[src/pkg/lbmbf_pkg.sv]
/*
  Constants shared by the bank mapping and boost frequency control block:
  register byte addresses, field positions, reset values and encodings.
  Assumes a 32-bit AXI4-Lite register bus with an 8-bit byte address.
*/
package lbmbf_pkg;

  // ***************************************************************
  // Register byte addresses (one aligned 32-bit word each)
  // ***************************************************************
  localparam logic [7:0] ADDR_HV_CFG = 8'h00;
  localparam logic [7:0] ADDR_LV_CFG = 8'h04;
  localparam logic [7:0] ADDR_FS_A = 8'h08;
  localparam logic [7:0] ADDR_LSB_A = 8'h0c;
  localparam logic [7:0] ADDR_MSB_A = 8'h10;
  localparam logic [7:0] ADDR_FS_B = 8'h14;
  localparam logic [7:0] ADDR_LSB_B = 8'h18;
  localparam logic [7:0] ADDR_MSB_B = 8'h1c;
  localparam logic [7:0] ADDR_BOOST = 8'h20;
  localparam logic [7:0] ADDR_AUTO_THR = 8'h24;
  localparam logic [7:0] ADDR_RAMP_CE = 8'h28;
  localparam logic [7:0] ADDR_RAMP_FH = 8'h2c;
  localparam logic [7:0] ADDR_RF_CE = 8'h30;
  localparam logic [7:0] ADDR_RF_FH = 8'h34;
  localparam logic [7:0] ADDR_STATUS = 8'h38;
  localparam logic [7:0] ADDR_HEADROOM = 8'h3c;
  localparam logic [7:0] ADDR_PAT0 = 8'h40;
  localparam logic [7:0] ADDR_PAT_END = 8'h58;

  // ***************************************************************
  // Field positions
  // ***************************************************************
  localparam int HV_MAP_LSB = 0;
  localparam int HV_FB_LSB = 3;
  localparam int HV_PWM_A_BIT = 6;
  localparam int HV_PWM_B_BIT = 7;
  localparam int LV_SPLIT_LOW_BIT = 0;
  localparam int LV_SPLIT_HIGH_BIT = 1;
  localparam int LV_PAT_EN_LSB = 2;
  localparam int BOOST_FREQ_BIT = 0;
  localparam int BOOST_AUTO_BIT = 3;
  localparam int STAT_THERMAL_BIT = 0;
  localparam int STAT_SHORT_LSB = 1;
  localparam int STAT_FREQ_BIT = 4;

  // ***************************************************************
  // Reset values and encodings
  // ***************************************************************
  localparam logic [2:0] RST_FB = 3'h7;
  localparam logic [4:0] RST_FS = 5'h00;
  localparam logic [7:0] RST_AUTO_THR = 8'h6c;
  localparam logic [7:0] RST_HEADROOM = 8'h20;
  localparam logic [8:0] DUTY_ONE = 9'h100;
  localparam logic [2:0] BANK_C = 3'h0;
  localparam logic [2:0] BANK_D = 3'h1;
  localparam logic [2:0] BANK_E = 3'h2;
  localparam logic [2:0] BANK_F = 3'h3;
  localparam logic [2:0] BANK_G = 3'h4;
  localparam logic [2:0] BANK_H = 3'h5;
  localparam logic [1:0] RESP_OKAY = 2'h0;
  localparam logic [1:0] RESP_SLVERR = 2'h2;

endpackage : lbmbf_pkg

[src/pkg/lbmbf_boost_if.sv]
/*
  Carrier between the control core and its boost helpers: brightness,
  mode bits and sink measurements go out, frequency and headroom come back.
  Assumes all parties sit in the aclk domain.
*/
`timescale 1ns/1ps
interface lbmbf_boost_if;
  logic [7:0] msb_a;
  logic [7:0] msb_b;
  logic active_a;
  logic active_b;
  logic fixed_1mhz;
  logic auto_en;
  logic [7:0] threshold;
  logic freq_1mhz;
  logic [2:0] fb_en;
  logic [2:0][7:0] headroom;
  logic [7:0] min_headroom;
  logic any_fb;

  modport ctrl (output msb_a, msb_b, active_a, active_b, fixed_1mhz,
                auto_en, threshold, fb_en, headroom,
                input freq_1mhz, min_headroom, any_fb);
  modport freq (input msb_a, msb_b, active_a, active_b, fixed_1mhz,
                auto_en, threshold, output freq_1mhz);
  modport head (input fb_en, headroom, output min_headroom, any_fb);
endinterface : lbmbf_boost_if

[src/design/lbmbf_ctrl.sv]
/*
  Control core of the lighting power block: AXI4-Lite register file,
  bank mapping, pattern setup, PWM duty scaling, thermal shutdown, short
  fault flags and boost frequency/feedback control.
  Assumes all inputs synchronous to aclk; measured PWM duty arrives as a
  9-bit fraction with 9'h100 meaning 100 percent.
*/
`timescale 1ns/1ps
module lbmbf_ctrl
  import lbmbf_pkg::*;
(
  // Clock, reset and hardware enable
  input wire logic aclk,
  input wire logic aresetn,
  input wire logic hardware_enable_pin,
  // AXI4-Lite write channels
  input wire logic [7:0] awaddr,
  input wire logic awvalid,
  output logic awready,
  input wire logic [31:0] wdata,
  input wire logic [3:0] wstrb,
  input wire logic wvalid,
  output logic wready,
  output logic [1:0] bresp,
  output logic bvalid,
  input wire logic bready,
  // AXI4-Lite read channels
  input wire logic [7:0] araddr,
  input wire logic arvalid,
  output logic arready,
  output logic [31:0] rdata,
  output logic [1:0] rresp,
  output logic rvalid,
  input wire logic rready,
  // Analog side indications
  input wire logic temp_over_hi,
  input wire logic temp_recovered,
  input wire logic [2:0] hv_short_detect,
  input wire logic [23:0] hv_sink_headroom,
  input wire logic [8:0] pwm_duty,
  // Power stage controls
  output logic boost_enable,
  output logic charge_pump_enable,
  output logic sinks_enable,
  output logic boost_freq_1mhz,
  output logic boost_raise,
  // High-voltage bank outputs
  output logic [2:0] hv_sink_bank_b,
  output logic [2:0] hv_feedback_enable,
  output logic [4:0] hv_bank_a_full_scale,
  output logic [4:0] hv_bank_b_full_scale,
  output logic [10:0] hv_bank_a_level,
  output logic [10:0] hv_bank_b_level,
  // Low-voltage bank outputs
  output logic [17:0] lv_sink_bank,
  output logic [95:0] lv_bank_ramp,
  output logic [5:0] lv_pattern_enable,
  output logic [191:0] lv_bank_pattern
);

  // ***************************************************************
  // State
  // ***************************************************************
  typedef struct packed {
    logic awready, wready, bvalid, arready, rvalid;
    logic [7:0] awaddr;
    logic [31:0] wdata;
    logic [3:0] wstrb;
    logic [1:0] bresp, rresp;
    logic [31:0] rdata;
    logic [2:0] map_b, fb_en;
    logic pwm_a, pwm_b, lv_split_low, lv_split_high;
    logic [5:0] pat_en;
    logic [4:0] fs_a, fs_b;
    logic [2:0] lsb_a, lsb_b;
    logic [7:0] msb_a, msb_b;
    logic [10:0] code_a, code_b;
    logic freq_sel, auto_en;
    logic [7:0] auto_thr, headroom;
    logic [15:0] ramp_ce, ramp_fh;
    logic [7:0] rf_ce, rf_fh;
    logic [5:0][31:0] pat;
    logic [2:0] short_flag;
    logic thermal_off, out_on, freq_1mhz, raise;
    logic [10:0] level_a, level_b;
    logic [5:0][2:0] lv_bank;
    logic [5:0][15:0] lv_ramp;
    logic live;
  } lbmbf_state_type;

  localparam lbmbf_state_type STATE_RESET = '{awready: 1'b1,
    wready: 1'b1, arready: 1'b1, fb_en: RST_FB, fs_a: RST_FS,
    fs_b: RST_FS, auto_thr: RST_AUTO_THR, headroom: RST_HEADROOM,
    default: '0};

  lbmbf_state_type s;
  lbmbf_state_type next_state;
  logic [7:0] wa;
  logic [7:0] ra;
  logic [7:0] pat_off;
  logic [31:0] mask;
  logic [32:0] rd_w;
  logic [32:0] rr;
  logic [31:0] nw;
  logic [2:0] clr;
  logic wr_fire;
  logic [8:0] duty;
  logic [19:0] prod_a;
  logic [19:0] prod_b;
  logic [5:0][2:0] lv_bank_w;
  logic [5:0][15:0] lv_ramp_w;

  lbmbf_boost_if bif ();

  // ***************************************************************
  // Register readback, also the base of partial-strobe writes
  // ***************************************************************
  function automatic logic [32:0] read_word(input lbmbf_state_type st,
                                            input logic [7:0] a);
    logic [32:0] r;
    logic [7:0] off;
    r = {1'b1, 32'h0000_0000};
    off = a - ADDR_PAT0;
    case (a)
      ADDR_HV_CFG: r[7:0] = {st.pwm_b, st.pwm_a, st.fb_en, st.map_b};
      ADDR_LV_CFG: r[7:0] = {st.pat_en, st.lv_split_high, st.lv_split_low};
      ADDR_FS_A: r[4:0] = st.fs_a;
      ADDR_LSB_A: r[2:0] = st.lsb_a;
      ADDR_MSB_A: r[7:0] = st.msb_a;
      ADDR_FS_B: r[4:0] = st.fs_b;
      ADDR_LSB_B: r[2:0] = st.lsb_b;
      ADDR_MSB_B: r[7:0] = st.msb_b;
      ADDR_BOOST: r[3:0] = {st.auto_en, 2'h0, st.freq_sel};
      ADDR_AUTO_THR: r[7:0] = st.auto_thr;
      ADDR_RAMP_CE: r[15:0] = st.ramp_ce;
      ADDR_RAMP_FH: r[15:0] = st.ramp_fh;
      ADDR_RF_CE: r[7:0] = st.rf_ce;
      ADDR_RF_FH: r[7:0] = st.rf_fh;
      ADDR_STATUS: r[4:0] = {st.freq_1mhz, st.short_flag, st.thermal_off};
      ADDR_HEADROOM: r[7:0] = st.headroom;
      default: begin
        if (a >= ADDR_PAT0 && a < ADDR_PAT_END) begin
          r[31:0] = st.pat[off[4:2]];
        end else begin
          r[32] = 1'b0;
        end
      end
    endcase
    return r;
  endfunction : read_word

  // ***************************************************************
  // Per-bank low-voltage mapping and ramp source
  // ***************************************************************
  for (genvar i = 0; i < 6; i++) begin : g_bank
    localparam bit UPPER = (i >= 3);
    // Split groups give each sink its own bank, else the group head
    assign lv_bank_w[i] = (UPPER ? s.lv_split_high : s.lv_split_low) ?
      3'(i) : (UPPER ? BANK_F : BANK_C);
    // Pattern banks take the shared rise/fall, others the group ramp
    assign lv_ramp_w[i] = s.pat_en[i] ?
      {8'h00, (UPPER ? s.rf_fh : s.rf_ce)} :
      (UPPER ? s.ramp_fh : s.ramp_ce);
  end

  // ***************************************************************
  // Boost helpers
  // ***************************************************************
  assign bif.msb_a = s.msb_a;
  assign bif.msb_b = s.msb_b;
  assign bif.active_a = ~&s.map_b;
  assign bif.active_b = |s.map_b;
  assign bif.fixed_1mhz = s.freq_sel;
  assign bif.auto_en = s.auto_en;
  assign bif.threshold = s.auto_thr;
  assign bif.fb_en = s.fb_en;
  assign bif.headroom = hv_sink_headroom;

  lbmbf_freq_select lbmbf_freq_select_i (.bif(bif.freq));
  lbmbf_headroom_select lbmbf_headroom_select_i (.bif(bif.head));

  // ***************************************************************
  // Next state
  // ***************************************************************
  always_comb begin
    next_state = s;
    wa = {s.awaddr[7:2], 2'b00};
    ra = {araddr[7:2], 2'b00};
    pat_off = wa - ADDR_PAT0;
    mask = {{8{s.wstrb[3]}}, {8{s.wstrb[2]}}, {8{s.wstrb[1]}},
            {8{s.wstrb[0]}}};
    rd_w = read_word(s, wa);
    nw = (rd_w[31:0] & ~mask) | (s.wdata & mask);
    clr = 3'h0;
    rr = read_word(s, ra);
    // Address and data are taken in either order, then held
    if (awvalid && s.awready) begin
      next_state.awready = 1'b0;
      next_state.awaddr = awaddr;
    end
    if (wvalid && s.wready) begin
      next_state.wready = 1'b0;
      next_state.wdata = wdata;
      next_state.wstrb = wstrb;
    end
    wr_fire = !s.awready && !s.wready && !s.bvalid;
    if (wr_fire) begin
      next_state.bvalid = 1'b1;
      next_state.bresp = rd_w[32] ? RESP_OKAY : RESP_SLVERR;
      case (wa)
        ADDR_HV_CFG: begin
          next_state.map_b = nw[HV_MAP_LSB +: 3];
          next_state.fb_en = nw[HV_FB_LSB +: 3];
          next_state.pwm_a = nw[HV_PWM_A_BIT];
          next_state.pwm_b = nw[HV_PWM_B_BIT];
        end
        ADDR_LV_CFG: begin
          next_state.lv_split_low = nw[LV_SPLIT_LOW_BIT];
          next_state.lv_split_high = nw[LV_SPLIT_HIGH_BIT];
          next_state.pat_en = nw[LV_PAT_EN_LSB +: 6];
        end
        ADDR_FS_A: next_state.fs_a = nw[4:0];
        ADDR_FS_B: next_state.fs_b = nw[4:0];
        // Low byte only parks; current is untouched until the high byte
        ADDR_LSB_A: next_state.lsb_a = nw[2:0];
        ADDR_LSB_B: next_state.lsb_b = nw[2:0];
        ADDR_MSB_A: begin
          next_state.msb_a = nw[7:0];
          next_state.code_a = {nw[7:0], s.lsb_a};
        end
        ADDR_MSB_B: begin
          next_state.msb_b = nw[7:0];
          next_state.code_b = {nw[7:0], s.lsb_b};
        end
        ADDR_BOOST: begin
          next_state.freq_sel = nw[BOOST_FREQ_BIT];
          next_state.auto_en = nw[BOOST_AUTO_BIT];
        end
        ADDR_AUTO_THR: next_state.auto_thr = nw[7:0];
        ADDR_RAMP_CE: next_state.ramp_ce = nw[15:0];
        ADDR_RAMP_FH: next_state.ramp_fh = nw[15:0];
        ADDR_RF_CE: next_state.rf_ce = nw[7:0];
        ADDR_RF_FH: next_state.rf_fh = nw[7:0];
        ADDR_STATUS: clr = nw[STAT_SHORT_LSB +: 3] & mask[STAT_SHORT_LSB +: 3]
                           & s.wdata[STAT_SHORT_LSB +: 3];
        ADDR_HEADROOM: next_state.headroom = nw[7:0];
        default: begin
          if (rd_w[32]) begin
            next_state.pat[pat_off[4:2]] = nw;
          end
        end
      endcase
    end
    if (s.bvalid && bready) begin
      next_state.bvalid = 1'b0;
      next_state.awready = 1'b1;
      next_state.wready = 1'b1;
    end
    // One read at a time, answered the cycle after the address
    if (arvalid && s.arready) begin
      next_state.arready = 1'b0;
      next_state.rvalid = 1'b1;
      next_state.rdata = rr[31:0];
      next_state.rresp = rr[32] ? RESP_OKAY : RESP_SLVERR;
    end
    if (s.rvalid && rready) begin
      next_state.rvalid = 1'b0;
      next_state.arready = 1'b1;
    end
    // Hysteresis: trip at the high indication, release at recovery
    if (temp_over_hi) begin
      next_state.thermal_off = 1'b1;
    end else if (temp_recovered) begin
      next_state.thermal_off = 1'b0;
    end
    next_state.out_on = !next_state.thermal_off;
    // A new fault beats a clear in the same cycle
    next_state.short_flag = (s.short_flag & ~clr) |
                            (hv_short_detect & s.fb_en);
    // Duty above one would overdrive, so it saturates
    duty = (pwm_duty > DUTY_ONE) ? DUTY_ONE : pwm_duty;
    prod_a = {9'h000, s.code_a} * {11'h000, duty};
    prod_b = {9'h000, s.code_b} * {11'h000, duty};
    next_state.level_a = s.pwm_a ? prod_a[18:8] : s.code_a;
    next_state.level_b = s.pwm_b ? prod_b[18:8] : s.code_b;
    next_state.freq_1mhz = bif.freq_1mhz;
    next_state.raise = bif.any_fb &&
                       (bif.min_headroom < s.headroom);
    next_state.lv_bank = lv_bank_w;
    next_state.lv_ramp = lv_ramp_w;
    // Low only in the cycle that reset reloads the state
    next_state.live = 1'b1;
  end

  // Enable pin low holds the whole block at defaults
  always_ff @(posedge aclk) begin
    if (!aresetn || !hardware_enable_pin) begin
      s <= STATE_RESET;
    end else begin
      s <= next_state;
    end
  end

  // ***************************************************************
  // Outputs
  // ***************************************************************
  assign awready = s.awready;
  assign wready = s.wready;
  assign bresp = s.bresp;
  assign bvalid = s.bvalid;
  assign arready = s.arready;
  assign rdata = s.rdata;
  assign rresp = s.rresp;
  assign rvalid = s.rvalid;
  assign boost_enable = s.out_on;
  assign charge_pump_enable = s.out_on;
  assign sinks_enable = s.out_on;
  assign boost_freq_1mhz = s.freq_1mhz;
  assign boost_raise = s.raise;
  assign hv_sink_bank_b = s.map_b;
  assign hv_feedback_enable = s.fb_en;
  assign hv_bank_a_full_scale = s.fs_a;
  assign hv_bank_b_full_scale = s.fs_b;
  assign hv_bank_a_level = s.level_a;
  assign hv_bank_b_level = s.level_b;
  assign lv_sink_bank = s.lv_bank;
  assign lv_bank_ramp = s.lv_ramp;
  assign lv_pattern_enable = s.pat_en;
  assign lv_bank_pattern = s.pat;
endmodule : lbmbf_ctrl

[src/design/lbmbf_freq_select.sv]
/*
  Boost switching frequency choice: fixed select bit, or automatic by
  brightness against a threshold. Purely combinational; the caller
  registers the result.
*/
`timescale 1ns/1ps
module lbmbf_freq_select (
  // Carrier to the control core
  lbmbf_boost_if.freq bif
);

  logic [7:0] larger;

  // ***************************************************************
  // Frequency decision
  // ***************************************************************
  // Larger brightness of the banks that drive any sink
  always_comb begin
    larger = 8'h00;
    if (bif.active_a) begin
      larger = bif.msb_a;
    end
    if (bif.active_b && (bif.msb_b > larger)) begin
      larger = bif.msb_b;
    end
    if (bif.auto_en) begin
      bif.freq_1mhz = larger > bif.threshold;
    end else begin
      bif.freq_1mhz = bif.fixed_1mhz;
    end
  end

endmodule : lbmbf_freq_select

[src/design/lbmbf_headroom_select.sv]
/*
  Picks the string that needs the highest boost voltage, i.e. the lowest
  measured headroom among sinks kept in the feedback loop.
  Assumes headroom codes are unsigned, lower meaning less margin.
*/
`timescale 1ns/1ps
module lbmbf_headroom_select (
  // Carrier to the control core
  lbmbf_boost_if.head bif
);

  logic [2:0][7:0] cand;

  // ***************************************************************
  // Per-sink candidates
  // ***************************************************************
  // Excluded sinks park at full scale so they never win
  for (genvar k = 0; k < 3; k++) begin : g_sink
    assign cand[k] = bif.fb_en[k] ? bif.headroom[k] : 8'hff;
  end

  // Lowest candidate wins the regulation loop
  always_comb begin
    bif.min_headroom = cand[0];
    if (cand[1] < bif.min_headroom) begin
      bif.min_headroom = cand[1];
    end
    if (cand[2] < bif.min_headroom) begin
      bif.min_headroom = cand[2];
    end
    bif.any_fb = |bif.fb_en;
  end

endmodule : lbmbf_headroom_select

[config.mk]
export PLATFORM = sky130hd
export DESIGN_NAME = lbmbf_ctrl
export DESIGN_NICKNAME = d
export VERILOG_FILES = /design/src/pkg/lbmbf_pkg.sv /design/src/pkg/lbmbf_boost_if.sv /design/src/design/lbmbf_ctrl.sv /design/src/design/lbmbf_freq_select.sv /design/src/design/lbmbf_headroom_select.sv
export SDC_FILE = /design/constraint.sdc
export NUM_CORES = 2
export LEC_CHECK = 0
export ABC_CLOCK_PERIOD_IN_PS = 9660
export BUFFER_PORTS_ARGS = -buffer_cell sky130_fd_sc_hd__buf_4
export CAP_MARGIN = 0
export CORE_ASPECT_RATIO = 0.8
export CORE_MARGIN = 10
export CORE_UTILIZATION = 60
export DETAILED_ROUTE_END_ITERATION = 6
export HOLD_SLACK_MARGIN = 0.1
export MAX_ROUTING_LAYER = met4
export PLACE_DENSITY_LB_ADDON = 0.2
export SLEW_MARGIN = 20
export SYNTH_ARGS = -nofsm -noshare
export SYNTH_HDL_FRONTEND = slang
export SYNTH_HIERARCHICAL = 1
export SYNTH_SLANG_ARGS = --single-unit
export TNS_END_PERCENT = 20
[constraint.sdc]
create_clock -name aclk -period 9.66 [get_ports aclk]
set_clock_uncertainty 0.05 [all_clocks]
set_input_delay 0.483 -clock aclk [delete_from_list [all_inputs] [get_ports aclk]]
set_output_delay 0.483 -clock aclk [all_outputs]
set_load 0.05 [all_outputs]
==> qor.csv <==
stage,metric,value,unit
status,status,finished clean,
die,I/O pin count,494,
yosys,mux share of post-synthesis cell area,0.101,
die,cell row count,76,
global_route,pin count of the biggest net entering global routing,92,
finish,ratio of cells with drive above 1 in the final layout,0.202,
die,die width,282,µm
cts,CTS Sinks,523,
power_and_ir_drop,leakage,14.7,nW
sta,"Slew Viols, Final",0,
yosys,simple logic cell fraction of the synthesized area,0.172,
global_route,global-route wire length before repair,167,mm
sta,Setup TNS Final,0,ns
cts,H-tree depth,2,
sta,RSZ-0062 raised after global routing,no,
yosys,Unique masters post-synth,95,
cts,Post-CTS Setup Bufs,0,
setup_path,crit path launch type,primary input,
detailed_routing,DRC violation count after routing,0,
yosys,sequential element share of the synthesized area,0.317,
setup_path,crit path max fanout,31,
yosys,xor and xnor area share after synthesis,0.00689,
cts,later-pin clock latency in the skew report,0.62,ns
power_and_ir_drop,maximum VDD drop,135,µV
yosys,post-synthesis adder-cell area fraction,0.115,
detailed_routing,Routed WL,112,mm
global_route,GR peak layer,met2,
setup_path,crit path kind,primary input to flop,
die,DIE AREA,0.0650,mm²
sta,Final setup viols,0,
detailed_routing,Initial DRC Count,3172,
yosys,warning count from the yosys run,6,
sta,Tmin final,5.68,ns
detailed_routing,Vias,27800,
yosys,largest family of logic cells by synthesized area,simple AND/OR/NAND/NOR gates,
min_path,worst hold path type,primary input to flop,
yosys,Synth Area in Compound Gates,0.142,
sta,worst slew pin tran,1.24,ns
job,Max Cap Viol,0,
placement,placed insts,4422,
detailed_routing,vias per cell,6.10,
setup_path,crit end category,flop,
cts,CTS Root Buffer Type,clkbuf_16,
yosys,ys flop type,dfxtp_1,
placement,port buffer count,479,
detailed_routing,Final ANT Viol Nets,0,
setup_path,WP data required,10.07,ns
yosys,number of synthesized flops with an enable pin,0,
sta,Fin. Hold Viols,0,
global_route,grt met3 use,0.0969,
yosys,average size of a mapped cell,8.62,µm²
finish,Nets,4146,
yosys,Synth Cell Area,0.0331,mm²
yosys,Async SR Flop Fraction,0,
cts,Clock Pin Slew Worst Setup and Hold Paths,0.07,ns
die,Die Height,230,µm
cts,cts bufs inserted,52,
global_route,initial antenna violation count,1,
global_route,met1 Use GR,0.450,
sta,fmax,176,MHz
power_and_ir_drop,Pwr Density,131,mW/mm²
detailed_routing,WL per Instance,24.5,µm
sta,final worst-path cycle share,0.588,
die,core area,0.0542,mm²
placement,dpl hpwl,78.5,mm
setup_path,arrival time worst endpoint,6.10,ns
cts,Bufs on Longest Clock Path,3,
yosys,Synth Register Bits,523,
finish,synthesis-to-layout area growth,9.43,%
placement,RD Place Congestion,1.01,
global_route,vias in the first global route,26300,
sta,slew margin rel.,0.175,
detailed_routing,first-pass iteration count of the detailed router,6,
global_route,GR Util All Layers,0.341,
finish,post-layout instance count excluding filler cells,4563,
die,Initial Util,0.610,
cts,Post-CTS Resized,0,
global_route,met2 Use GR,0.490,
yosys,Post-Synthesis Cells,3834,
cts,CTS tree,yes,
global_route,GRT overflow,0,
state kept, by name (all words and copies together), names as in the netlist, 3 cells and up:
register	cells
lv_bank_pattern	192
s	114
rdata	32
mask	4
hv_feedback_enable	3
lv_sink_bank	5
hv_bank_b_level	11
bif.threshold	8
hv_sink_bank_b	3
hv_bank_a_full_scale	5
lv_bank_ramp	96
bif.msb_a	8
hv_bank_b_full_scale	5
hv_bank_a_level	11
lv_pattern_enable	6
bif.msb_b	8
what timing repair did:
action                     CTS  global route
hold endpoints to repair    42             0
setup endpoints to repair    0             0
hold buffers                44             0
layout make-up:
class	count	area [µm²]
tap	702	878
antenna	1	2.50
timing repair buffer	578	4470
clock buffer	65	1420
sequential	523	10500
fill	4467	18000
clock inverter	30	363
multi-input combinational	2472	17900
inverter	192	721
critical path: stages:
cell,delay [ns]
buf_4,0.24
nor2b_2,0.75
nand2_1,0.21
fa_1,0.57
inv_1,0.05
fa_1,0.48
fa_1,0.56
inv_1,0.05
fa_1,0.48
inv_1,0.04
ha_1,0.37
a211oi_1,0.25
o311ai_0,0.36
a41oi_1,0.44
nand3b_1,0.18
o21ai_1,0.11
a31oi_1,0.21
xnor2_1,0.13
o22ai_1,0.09
cells in the mapped netlist (8+ instances only):
cell / instances / area share
dfxtp_1: 523 / 0.32
nand2_1: 520 / 0.059
buf_4: 401 / 0.091
nor2_1: 297 / 0.034
a21oi_1: 255 / 0.039
inv_1: 189 / 0.021
clkbuf_1: 168 / 0.019
and2_1: 167 / 0.032
mux2i_1: 157 / 0.048
o21ai_0: 129 / 0.020
fa_1: 124 / 0.075
nand3_1: 116 / 0.018
a211oi_1: 107 / 0.024
ha_1: 105 / 0.040
mux4_2: 70 / 0.048
a22oi_1: 68 / 0.015
buf_2: 52 / 0.0079
o21ai_1: 30 / 0.0045
nor2b_1: 21 / 0.0040
buf_1: 20 / 0.0023
nand4_1: 20 / 0.0038
o211ai_1: 17 / 0.0039
a21o_1: 15 / 0.0034
xnor2_1: 15 / 0.0040
a222oi_1: 14 / 0.0042
a22oi_2: 14 / 0.0053
nor3_1: 14 / 0.0021
mux2_2: 13 / 0.0044
buf_6: 12 / 0.0041
xor2_1: 11 / 0.0029
and3_1: 9 / 0.0017
nand2b_1: 9 / 0.0017
a22o_1: 8 / 0.0021
a31oi_1: 8 / 0.0015
nand3b_1: 8 / 0.0018
o31ai_1: 8 / 0.0018
where the power goes:
group / leakage (nW) / switching (mW) / internal [mW]
logic: 9.56 / 0.257 / 0.122
clock network: 0.883 / 0.928 / 1.24
registers: 4.22 / 0.0155 / 2.17
total: 14.7 / 1.20 / 3.53
metrics by stage:
stage	power, mW	area, µm²	hold WS [ns]	worst slack [ns]	utilization
floorplan	2.47	33100	0.372	4.20	-
global placement	2.58	33900	0.391	3.41	0.626
detailed placement	2.58	33900	0.394	3.41	0.626
CTS	4.72	36200	0.101	4.06	0.667
global route	4.83	36200	0.115	3.71	0.668
finish	4.73	36200	0.118	3.98	0.668
layer usage:
| layer | routed length, µm | part of all wire |
|---|---|---|
| met1 | 45000 | 0.40 |
| met2 | 48200 | 0.43 |
| met3 | 14300 | 0.13 |
| met4 | 4260 | 0.038 |
| met5 | 0 | 0 |
path summary, 6_finish.rpt:
path / from / end / slack (ns) / depth (start not counted)
worst max-delay path: pwm_duty[8] / hv_bank_a_level[10]$_SDFF_PN0_ / 3.98 / 19
worst min-delay path: aresetn / boost_freq_1mhz$_SDFF_PN0_ / 0.12 / 2
worst max register to register: bif.msb_a[2]$_SDFFE_PN0P_ / hv_bank_a_level[10]$_SDFF_PN0_ / 4.11 / 17
worst min register to register: bresp[1]$_SDFFE_PN0P_ / bresp[1]$_SDFFE_PN0P_ / 0.40 / 2
cells by family after synthesis:
group / after synthesis
xor+xnor: 26
buf+inv: 848
other cells: 1
flops: 523
simple gates: 1233
fa+ha+maj: 229
mux: 243
compound gates: 731
layout by cell type, fill, tap and decap left out, types with 9 or more instances in the layout:
cell type / instances
nand3_1: 116
conb_1: 10
inv_1: 188
nor3_1: 12
o21ai_1: 29
nor2_1: 295
xnor2_1: 15
mux2_2: 13
clkinv_2: 15
nor2b_1: 14
a22oi_1: 68
ha_1: 105
and2_1: 166
clkbuf_16: 53
and3_1: 9
a22oi_2: 14
nand4_1: 20
a222oi_1: 14
a211oi_1: 107
fa_1: 124
mux4_2: 70
nand2_1: 518
o21ai_0: 129
a21o_1: 15
dlygate4sd3_1: 44
dfxtp_1: 521
buf_4: 531
xor2_1: 11
a21oi_1: 255
mux2i_1: 157
o211ai_1: 17
Note: power is estimated with default switching activity, not from simulation.
